### src/hdl/prs_pkg.sv
// package: constants and types of the program run sequencer
`default_nettype none
package prs_pkg;
  // register byte offsets
  localparam logic [7:0] OFF_CTRL = 8'h00;
  localparam logic [7:0] OFF_CMD = 8'h04;
  localparam logic [7:0] OFF_STAT = 8'h08;
  localparam logic [7:0] OFF_ADDR = 8'h0c;
  localparam logic [7:0] OFF_RES = 8'h10;
  localparam logic [7:0] OFF_LABEL = 8'h14;
  localparam logic [7:0] OFF_IO = 8'h18;
  localparam logic [7:0] OFF_LINK = 8'h1c;

  typedef enum logic [1:0] {
    MODE_SEP = 2'h0,
    MODE_SINGLE = 2'h1,
    MODE_LEGACY = 2'h2
  } prs_mode_type;

  // gray codes along the normal scan path up to end processing; the return from end to main1 changes all four bits
  typedef enum logic [3:0] {
    PH_IDLE = 4'h0,
    PH_INIT = 4'h1,
    PH_MAIN1 = 4'h3,
    PH_STEP1 = 4'h2,
    PH_MAIN2 = 4'h6,
    PH_STEP2 = 4'h7,
    PH_MAIN3 = 4'h5,
    PH_STEP3 = 4'h4,
    PH_END = 4'hc
  } prs_phase_type;

  typedef enum logic [1:0] {
    AREA_BASIC = 2'h0,
    AREA_IO = 2'h1,
    AREA_EXT = 2'h2,
    AREA_BAD = 2'h3
  } prs_area_type;

  typedef struct packed {
    logic [25:0] rsvd;
    logic link3;
    logic link2;
    logic exec3;
    logic exec2;
    prs_mode_type mode;
  } prs_ctrl_type;

  typedef struct packed {
    logic [14:0] rsvd;
    logic [5:0] cap_kw;
    logic link_cmp;
    logic newgen;
    prs_mode_type mode;
    prs_phase_type phase;
    logic [1:0] halt;
    logic run;
  } prs_stat_type;

  typedef struct packed {
    logic pfx_valid;
    logic [1:0] pfx;
    prs_area_type area;
    logic [15:0] offset;
  } prs_addr_type;

  typedef struct packed {
    logic [8:0] rsvd;
    logic [1:0] cur_prog;
    prs_addr_type req;
  } prs_addr_reg_type;

  typedef struct packed {
    logic err;
    logic [10:0] rsvd;
    logic [1:0] bank;
    prs_area_type area;
    logic [15:0] offset;
  } prs_res_type;

  typedef struct packed {
    logic valid;
    logic [18:0] rsvd;
    logic shared;
    logic [10:0] num;
  } prs_label_type;

  typedef struct packed {
    logic [7:0] id;
    logic [4:0] out_words;
    logic [4:0] in_words;
    logic [5:0] ctrl_pts;
    logic [7:0] sig_pts;
  } prs_io_type;

  typedef struct packed {
    logic [22:0] rsvd;
    logic link_cmp;
    logic assigned;
    logic [2:0] slot;
    logic [3:0] rack;
  } prs_link_type;

  localparam prs_ctrl_type CTRL_RST = '{rsvd: 26'h0, link3: 1'b1, link2: 1'b1,
    exec3: 1'b1, exec2: 1'b1, mode: MODE_SEP};
  localparam logic [1:0] PROG_FIRST = 2'h1;
  localparam logic [1:0] BANK_COMMON = 2'h0;
  localparam logic [10:0] PRIV_LABELS = 11'h080;
  localparam logic [10:0] SHARED_LABELS = 11'h400;
  localparam logic [5:0] LEGACY_PROG_KW = 6'h20;
  localparam int unsigned SHARED_BASIC_KW = 24;
  localparam int unsigned KW_WORDS = 1024;
  localparam logic [7:0] SIG_POINTS = 8'h40;
  localparam logic [5:0] CTRL_POINTS = 6'h20;
  localparam logic [4:0] IO_WORDS = 5'h10;
  localparam logic [3:0] LINK_RACK = 4'hf;
  localparam logic [2:0] LINK_SLOT = 3'h0;
endpackage : prs_pkg
`default_nettype wire

### src/hdl/prs_addr_resolve.sv
// address resolver: maps a data address onto a basic bank or the common area
`default_nettype none
module prs_addr_resolve (
  input wire logic pclk,
  input wire logic presetn,
  input wire prs_pkg::prs_mode_type mode,
  input wire logic [1:0] cur_prog,
  input wire prs_pkg::prs_addr_type req,
  output var prs_pkg::prs_res_type res_q
);
  localparam logic [15:0] SHARED_WORDS =
    16'(prs_pkg::SHARED_BASIC_KW * prs_pkg::KW_WORDS);

  logic [1:0] owner;
  logic is_basic;
  logic common_basic;
  logic over;
  logic bad;
  prs_pkg::prs_res_type res_d;

  assign owner = req.pfx_valid ? req.pfx : cur_prog; // RL14
  assign is_basic = req.area == prs_pkg::AREA_BASIC;
  assign common_basic = mode != prs_pkg::MODE_SEP; // RL13
  assign over = common_basic && is_basic && req.offset >= SHARED_WORDS; // RL13
  // legacy mode knows only the first program and has no extended area
  assign bad = owner == 2'h0 || req.area == prs_pkg::AREA_BAD || over
    || (mode == prs_pkg::MODE_LEGACY
    && (owner != prs_pkg::PROG_FIRST || req.area == prs_pkg::AREA_EXT)); // RL10
  // private banks only for basic data in separate mode, io and ext common
  assign res_d.bank = (is_basic && !common_basic) ? owner : prs_pkg::BANK_COMMON; // RL12
  assign res_d.err = bad;
  assign res_d.rsvd = '0;
  assign res_d.area = req.area;
  assign res_d.offset = req.offset;

  always_ff @(posedge pclk or negedge presetn) begin
    if (!presetn) begin
      res_q <= '0;
    end else begin
      res_q <= res_d;
    end
  end
endmodule : prs_addr_resolve
`default_nettype wire

### src/hdl/prs_sequencer.sv
// program run sequencer top: apb registers, scan order, run link, data mode
//Function
// RL1 - each scan runs program one, two, three, then end processing; skips absent
// RL2 - program one always runs; two and three run only when enabled
// RL3 - program one always tied to run; two and three tie selectable
// RL4 - stop of a run-tied program drops run and halts all programs at once
// RL5 - stop of an untied program two or three keeps run and others going
// RL6 - each program's step program runs right after its main program
// RL7 - initial program runs once after power-up or restart before scanning
// RL8 - 128 private labels per program and 1024 shared labels
// RL9 - any operating mode change discards stored programs and data; a switch made by legacy_load does not raise program_clear
// RL10 - legacy mode: first program only, 32 kw, no extended area, no new functions
// RL11 - a load from legacy programming equipment switches into legacy mode
// RL12 - separate mode: private basic area per program, io and ext shared
// RL13 - shared mode: one 24 kw basic area common to all programs
// RL14 - a program-number prefix resolves in that program's basic area
// RL15 - built-in io reports 64 signal, 32 control points, 16/16 words, id code
// RL16 - comm port is computer link at rack f slot 0, else field network
//
// Added by the designer: the APB slave port and the placing of the registers.
`default_nettype none
module prs_sequencer #(
  parameter int unsigned ADDR_W = 8,
  parameter logic [7:0] IO_ID_CODE = 8'h5a // arbitrary value
) (
  input wire logic pclk,
  input wire logic presetn,
  input wire logic psel,
  input wire logic penable,
  input wire logic pwrite,
  input wire logic [ADDR_W-1:0] paddr,
  input wire logic [31:0] pwdata,
  output logic [31:0] prdata,
  output logic pready,
  output logic pslverr,
  input wire logic step_done,
  input wire logic [2:0] prog_stop,
  input wire logic start_sw,
  input wire logic legacy_load,
  output logic run_out,
  output var prs_pkg::prs_phase_type phase,
  output logic program_clear,
  output logic newgen_en,
  output logic link_is_computer
);
  prs_pkg::prs_ctrl_type ctrl_q;
  prs_pkg::prs_ctrl_type ctrl_d;
  prs_pkg::prs_phase_type phase_q;
  prs_pkg::prs_phase_type phase_d;
  prs_pkg::prs_addr_reg_type addr_q;
  prs_pkg::prs_label_type label_q;
  prs_pkg::prs_link_type link_q;
  prs_pkg::prs_res_type res_q;
  prs_pkg::prs_stat_type stat;
  prs_pkg::prs_io_type io_word;
  logic [1:0] halt_q;
  logic [1:0] halt_d;
  logic run_q;
  logic run_d;
  logic clear_q;
  logic newgen_q;
  logic link_cmp_q;
  logic [31:0] prdata_q;
  logic [31:0] rdata;
  logic pready_q;
  logic pslverr_q;
  logic sw_meta_q;
  logic sw_sync_q;
  logic sw_prev_q;

  // apb decode
  logic setup;
  logic wr;
  logic hit_ctrl;
  logic hit_cmd;
  logic hit_stat;
  logic hit_addr;
  logic hit_res;
  logic hit_label;
  logic hit_io;
  logic hit_link;
  logic mapped;
  assign setup = psel && !penable;
  assign wr = psel && penable && pready_q && pwrite && !pslverr_q;
  assign hit_ctrl = paddr == ADDR_W'(prs_pkg::OFF_CTRL);
  assign hit_cmd = paddr == ADDR_W'(prs_pkg::OFF_CMD);
  assign hit_stat = paddr == ADDR_W'(prs_pkg::OFF_STAT);
  assign hit_addr = paddr == ADDR_W'(prs_pkg::OFF_ADDR);
  assign hit_res = paddr == ADDR_W'(prs_pkg::OFF_RES);
  assign hit_label = paddr == ADDR_W'(prs_pkg::OFF_LABEL);
  assign hit_io = paddr == ADDR_W'(prs_pkg::OFF_IO);
  assign hit_link = paddr == ADDR_W'(prs_pkg::OFF_LINK);
  assign mapped = hit_ctrl || hit_cmd || hit_stat || hit_addr || hit_res
    || hit_label || hit_io || hit_link;

  // scan control terms
  prs_pkg::prs_ctrl_type wctrl;
  logic legacy;
  logic en2;
  logic en3;
  logic stop2;
  logic stop3;
  logic linked_stop;
  logic mode_chg;
  logic restart;
  logic quiet;
  assign wctrl = prs_pkg::prs_ctrl_type'(pwdata);
  assign legacy = ctrl_q.mode == prs_pkg::MODE_LEGACY;
  assign en2 = ctrl_q.exec2 && !legacy && !halt_q[0]; // RL2 RL10
  assign en3 = ctrl_q.exec3 && !legacy && !halt_q[1]; // RL2 RL10
  assign stop2 = prog_stop[1] && en2;
  assign stop3 = prog_stop[2] && en3;
  // program one is tied to run without a choice
  assign linked_stop = phase_q != prs_pkg::PH_IDLE && (prog_stop[0]
    || (stop2 && ctrl_q.link2) || (stop3 && ctrl_q.link3)); // RL3 RL4
  assign mode_chg = wr && hit_ctrl && wctrl.mode != ctrl_q.mode
    && wctrl.mode != prs_pkg::AREA_BAD && !legacy_load; // RL9
  assign restart = (sw_sync_q && !sw_prev_q) || (wr && hit_cmd && pwdata[0]);
  assign quiet = !mode_chg && !linked_stop && !restart;

  always_comb begin
    phase_d = phase_q;
    case (phase_q)
      prs_pkg::PH_INIT: if (step_done) phase_d = prs_pkg::PH_MAIN1; // RL7
      prs_pkg::PH_MAIN1: if (step_done) phase_d = prs_pkg::PH_STEP1; // RL6
      prs_pkg::PH_STEP1: begin
        if (step_done) begin
          phase_d = en2 ? prs_pkg::PH_MAIN2 : en3 ? prs_pkg::PH_MAIN3 : prs_pkg::PH_END; // RL1
        end
      end
      // a program disabled while running (e.g. switch to legacy) is left at once
      prs_pkg::PH_MAIN2: begin
        if (stop2 || !en2) phase_d = en3 ? prs_pkg::PH_MAIN3 : prs_pkg::PH_END; // RL5 RL2
        else if (step_done) phase_d = prs_pkg::PH_STEP2; // RL6
      end
      prs_pkg::PH_STEP2: begin
        if (stop2 || !en2 || step_done) begin
          phase_d = en3 ? prs_pkg::PH_MAIN3 : prs_pkg::PH_END; // RL1
        end
      end
      prs_pkg::PH_MAIN3: begin
        if (stop3 || !en3) phase_d = prs_pkg::PH_END; // RL5 RL2
        else if (step_done) phase_d = prs_pkg::PH_STEP3; // RL6
      end
      prs_pkg::PH_STEP3: if (stop3 || !en3 || step_done) phase_d = prs_pkg::PH_END; // RL1
      prs_pkg::PH_END: if (step_done) phase_d = prs_pkg::PH_MAIN1; // RL1
      default: phase_d = prs_pkg::PH_IDLE;
    endcase
    if (mode_chg || linked_stop) phase_d = prs_pkg::PH_IDLE; // RL4 RL9
    else if (restart) phase_d = prs_pkg::PH_INIT; // RL7
  end

  always_comb begin
    halt_d = halt_q;
    run_d = run_q;
    if (stop2) halt_d[0] = 1'b1; // RL5
    if (stop3) halt_d[1] = 1'b1; // RL5
    if (phase_q == prs_pkg::PH_INIT && step_done) run_d = 1'b1;
    if (mode_chg || linked_stop) begin
      run_d = 1'b0; // RL4
      halt_d = 2'b11;
    end else if (restart) begin
      run_d = 1'b0;
      // a stop in the restart cycle still sets its halt
      halt_d = {stop3, stop2}; // RL5
    end
  end

  always_comb begin
    ctrl_d = ctrl_q;
    if (wr && hit_ctrl) begin
      ctrl_d = wctrl;
      ctrl_d.rsvd = '0;
      if (wctrl.mode == prs_pkg::AREA_BAD) ctrl_d.mode = ctrl_q.mode;
    end
    if (legacy_load) ctrl_d.mode = prs_pkg::MODE_LEGACY; // RL11
  end

  // status, io identity and read mux
  logic label_ok;
  assign label_ok = label_q.shared ? label_q.num < prs_pkg::SHARED_LABELS
    : label_q.num < prs_pkg::PRIV_LABELS; // RL8
  assign stat = '{rsvd: '0, cap_kw: legacy ? prs_pkg::LEGACY_PROG_KW : 6'h00,
    link_cmp: link_cmp_q, newgen: newgen_q, mode: ctrl_q.mode, phase: phase_q,
    halt: halt_q, run: run_q};
  assign io_word = '{id: IO_ID_CODE, out_words: prs_pkg::IO_WORDS,
    in_words: prs_pkg::IO_WORDS, ctrl_pts: prs_pkg::CTRL_POINTS,
    sig_pts: prs_pkg::SIG_POINTS}; // RL15

  always_comb begin
    rdata = 32'h0;
    if (hit_ctrl) rdata = ctrl_q;
    else if (hit_stat) rdata = stat;
    else if (hit_addr) rdata = addr_q;
    else if (hit_res) rdata = res_q;
    else if (hit_label) rdata = {label_ok, label_q[30:0]};
    else if (hit_io) rdata = io_word; // RL15
    else if (hit_link) rdata = {link_q[31:9], link_cmp_q, link_q[7:0]};
  end

  prs_addr_resolve u_resolve (
    .pclk(pclk),
    .presetn(presetn),
    .mode(ctrl_q.mode),
    .cur_prog(addr_q.cur_prog),
    .req(addr_q.req),
    .res_q(res_q)
  );

  always_ff @(posedge pclk or negedge presetn) begin
    if (!presetn) begin
      sw_meta_q <= 1'b0;
      sw_sync_q <= 1'b0;
      sw_prev_q <= 1'b0;
    end else begin
      sw_meta_q <= start_sw;
      sw_sync_q <= sw_meta_q;
      sw_prev_q <= sw_sync_q;
    end
  end

  always_ff @(posedge pclk or negedge presetn) begin
    if (!presetn) begin
      phase_q <= prs_pkg::PH_INIT;
      run_q <= 1'b0;
      halt_q <= 2'b00;
      ctrl_q <= prs_pkg::CTRL_RST;
      clear_q <= 1'b0;
      newgen_q <= 1'b0;
    end else begin
      phase_q <= phase_d;
      run_q <= run_d;
      halt_q <= halt_d;
      ctrl_q <= ctrl_d;
      clear_q <= mode_chg; // RL9
      newgen_q <= ctrl_d.mode != prs_pkg::MODE_LEGACY; // RL10
    end
  end

  always_ff @(posedge pclk or negedge presetn) begin
    if (!presetn) begin
      addr_q <= '0;
      label_q <= '0;
      link_q <= '0;
      link_cmp_q <= 1'b0;
    end else begin
      if (wr && hit_addr) addr_q <= {9'h0, pwdata[22:0]};
      if (wr && hit_label) label_q <= {20'h0, pwdata[11:0]};
      if (wr && hit_link) link_q <= {24'h0, pwdata[7:0]};
      link_cmp_q <= link_q.assigned && link_q.rack == prs_pkg::LINK_RACK
        && link_q.slot == prs_pkg::LINK_SLOT; // RL16
    end
  end

  always_ff @(posedge pclk or negedge presetn) begin
    if (!presetn) begin
      pready_q <= 1'b0;
      pslverr_q <= 1'b0;
      prdata_q <= 32'h0;
    end else begin
      pready_q <= setup;
      pslverr_q <= setup && !mapped;
      if (setup) prdata_q <= rdata;
    end
  end

  assign prdata = prdata_q;
  assign pready = pready_q;
  assign pslverr = pslverr_q;
  assign run_out = run_q;
  assign phase = phase_q;
  assign program_clear = clear_q;
  assign newgen_en = newgen_q;
  assign link_is_computer = link_cmp_q;
endmodule : prs_sequencer
`default_nettype wire

### config.mk
export PLATFORM = sky130hd
export DESIGN_NAME = prs_sequencer
export DESIGN_NICKNAME = d
export VERILOG_FILES = /design/src/hdl/prs_pkg.sv /design/src/hdl/prs_addr_resolve.sv /design/src/hdl/prs_sequencer.sv
export SDC_FILE = /design/constraint.sdc
export NUM_CORES = 1
export LEC_CHECK = 0
export BUFFER_PORTS_ARGS = -buffer_cell sky130_fd_sc_hd__buf_2
export CORE_ASPECT_RATIO = 0.7
export CORE_MARGIN = 3
export CORE_UTILIZATION = 50
export CTS_BUF_LIST = sky130_fd_sc_hd__clkbuf_16
export DETAILED_ROUTE_END_ITERATION = 8
export PLACE_DENSITY_LB_ADDON = 0.3
export SLEW_MARGIN = 20
export SYNTH_ARGS = -nofsm -noshare
export SYNTH_HDL_FRONTEND = slang
export SYNTH_SLANG_ARGS = --single-unit
### constraint.sdc
create_clock -name pclk -period 3.6 [get_ports pclk]
set_clock_uncertainty 0.2 [all_clocks]
set_input_delay 0.36 -clock pclk [delete_from_list [all_inputs] [get_ports pclk]]
set_output_delay 0.36 -clock pclk [all_outputs]
set_load 0.02 [all_outputs]
==> metrics.csv <==
metric;value;unit
status;finished clean;
FF+latch count, synth;110;
remaining antenna violation count after routing;0;
final setup margin;1040;ps
Critical Path RT;3620;ps
largest net degree at the start of global routing;56;
Achievable Freq;390;MHz
Placement Setup Slack;880;ps
Routed WL;12.2;mm
yosys warns;0;
chip width;125;um
CTS tree;yes;
first-pass GRT wire length;19.9;mm
commonest cells in the netlist;dfrtp_1, mux2_2, nor2_1, nand2_1;
Routed WL per cell;18.5;um
area leader, netlist;dfrtp_1;
Area contributors post-synth;dfrtp_1, mux2_2, nor2_1, a21oi_1, o21ai_0;
Mapped Cells;458;
most frequent cell after synthesis;dfrtp_1;
layout cell share with drive strength beyond 1;30.7;%
Slew Limit Fails;0;
Clock Root Buffer;clkbuf_16;
Setup TNS;0;ps
TritonCTS Buffers;9;
DR vias/cell;5.77;
Antenna diodes;0;
Starting Density;53.1;%
Syn Area/Cell;10.8;um^2
Final Setup Violations;0;
Worst-Skew Late Latency;350;ps
vias in the first global route;3772;
Rel. slew slack;45.3;%
final hold viol count;0;
Most used DFF post-synth;dfrtp_1;
Post-synth EDFFs;0;
DR pass1 iterations;5;
top-area cell type share of the netlist area;52.9;%
Max VDD drop;295;uV
die area;11200;um^2
First DRT Iteration DRCs;457;
launching element type of the critical path;flip-flop;
initial antenna violation count;0;
total grt overflow;0;
ys async rst share;100;%
Syn Std Cell Area;4970;um^2
slew at the pin closest to its max-slew limit;816;ps
CTS H-Tree Depth;3;
CTS Hold Bufs;2;
Final min period;2560;ps
period utilisation layout;71.2;%
PortBufs;80;
Yosys cell types;53;
CTS resizes;0;
Die H;89.4;um
clock-pin slew on the worst setup and hold paths;70;ps
max-cap violation count;0;
number of remaining DRC errors;0;
DR vias;3817;
WS Path Type;reg -> reg;
gr usage total;23.0;%
worst path arrival time;2590;ps
clk sink count;110;
Area Growth Syn to Fin;16.2;%
endpoint class of the critical path;flip-flop;
post-DP HPWL;8.99;mm
routability cong.;0.889;
FP Rows;29;
Cell Pwr Density;484;nW/um^2
Top Ports;93;
clock buffer depth;2;
setup bufs post-CTS;0;
nets@finish;583;
Max FO, Critical Path;7;
Worst Hold Class;in -> reg;
Pleak;0.00289;uW
unrepaired setup endpoints after global routing;no;
Seq/Total Area, Yosys;55.5;%
core outline area;9360;um^2
-- cell usage in the layout, fill, tap and decap left out, types with 8 or more instances in the layout --
cell type    n
a21oi_1     32
clkbuf_16    9
a21o_1       8
dfrtp_1    105
buf_2       79
nand2_1     41
buf_4        8
inv_1       12
nor2_1      44
mux2_2      47
o21ai_0     32
-- cell type report --
type	count	area [um^2]
Timing Repair Buffer	89	475
Sequential cell	110	2760
Clock buffer	9	225
Multi-Input combinational cell	309	2020
Tap cell	124	155
Fill cell	791	3590
Clock inverter	7	87.6
Inverter	13	48.8
-- sequential cells by signal, indices dropped and copies added (netlist names), 2 cells and up --
| signal | cells |
|---|---|
| link_q | 8 |
| label_q | 12 |
| halt_q | 2 |
| phase | 4 |
| u_resolve.res_q | 21 |
| ctrl_q | 6 |
| prdata | 25 |
| addr_q | 23 |
-- per-layer routing --
layer / track usage [%] / vias up / share of wire [%]
met4: 6.20 / 0 / 1.0
met3: 7.22 / 11 / 8.0
met1: 32.6 / 1879 / 47
met2: 34.7 / 148 / 44
li1: - / 1779 / -
met5: 0 / - / 0
-- cells by family after synthesis --
logic type / synth area share [%]
other: 0.0755
DFF: 55.5
and+or+nand+nor: 13.3
buffers and inverters: 3.90
muxes: 12.1
AOI/OAI and AO/OA: 15.1
-- metrics by stage --
step           total power (uW)  util, %  hold WS, ps  cell area, um^2  instances
2_1_floorplan              1630        -         -136             4970        460
5_1_grt                    2920     61.7         27.9             5770        661
3_5_place_dp               1770     58.1          175             5440        643
4_1_cts                    2810     61.7         20.8             5770        661
6_report                   2790     61.7         36.5             5770        661
3_3_place_gp               1770     58.1          164             5440        643
-- final timing paths --
path                                      from  depth (start not counted)  slack, ps                     end
max in group asynchronous              presetn                          3       1950  addr_q[13]$_DFFE_PN0P_
setup reg to reg             pslverr$_DFF_PN0_                          6       1040    phase[2]$_DFFE_PN0P_
hold reg to reg            sw_meta_q$_DFF_PN0_                          0        190     sw_sync_q$_DFF_PN0_
setup / recovery             pslverr$_DFF_PN0_                          6       1040    phase[2]$_DFFE_PN0P_
min in group asynchronous              presetn                          2        400  addr_q[12]$_DFFE_PN0P_
hold / removal                     legacy_load                          2         40     newgen_en$_DFF_PN0_
-- critical path, stage by stage (launching register included) --
cell	delay (ps)
dfrtp_1	380
nor2b_1	130
nand4_1	410
o32ai_2	720
a311o_2	300
a21boi_1	230
nor3_2	70
-- power by group --
| group | total [uW] | leakage (uW) | switching, uW | internal, uW |
|---|---|---|---|---|
| Combinational | 404 | 0.00124 | 259 | 145 |
| Sequential | 1350 | 0.00149 | 69.6 | 1280 |
| Clock | 1030 | 0.000157 | 429 | 606 |
Note: power is estimated with default switching activity, not from simulation.
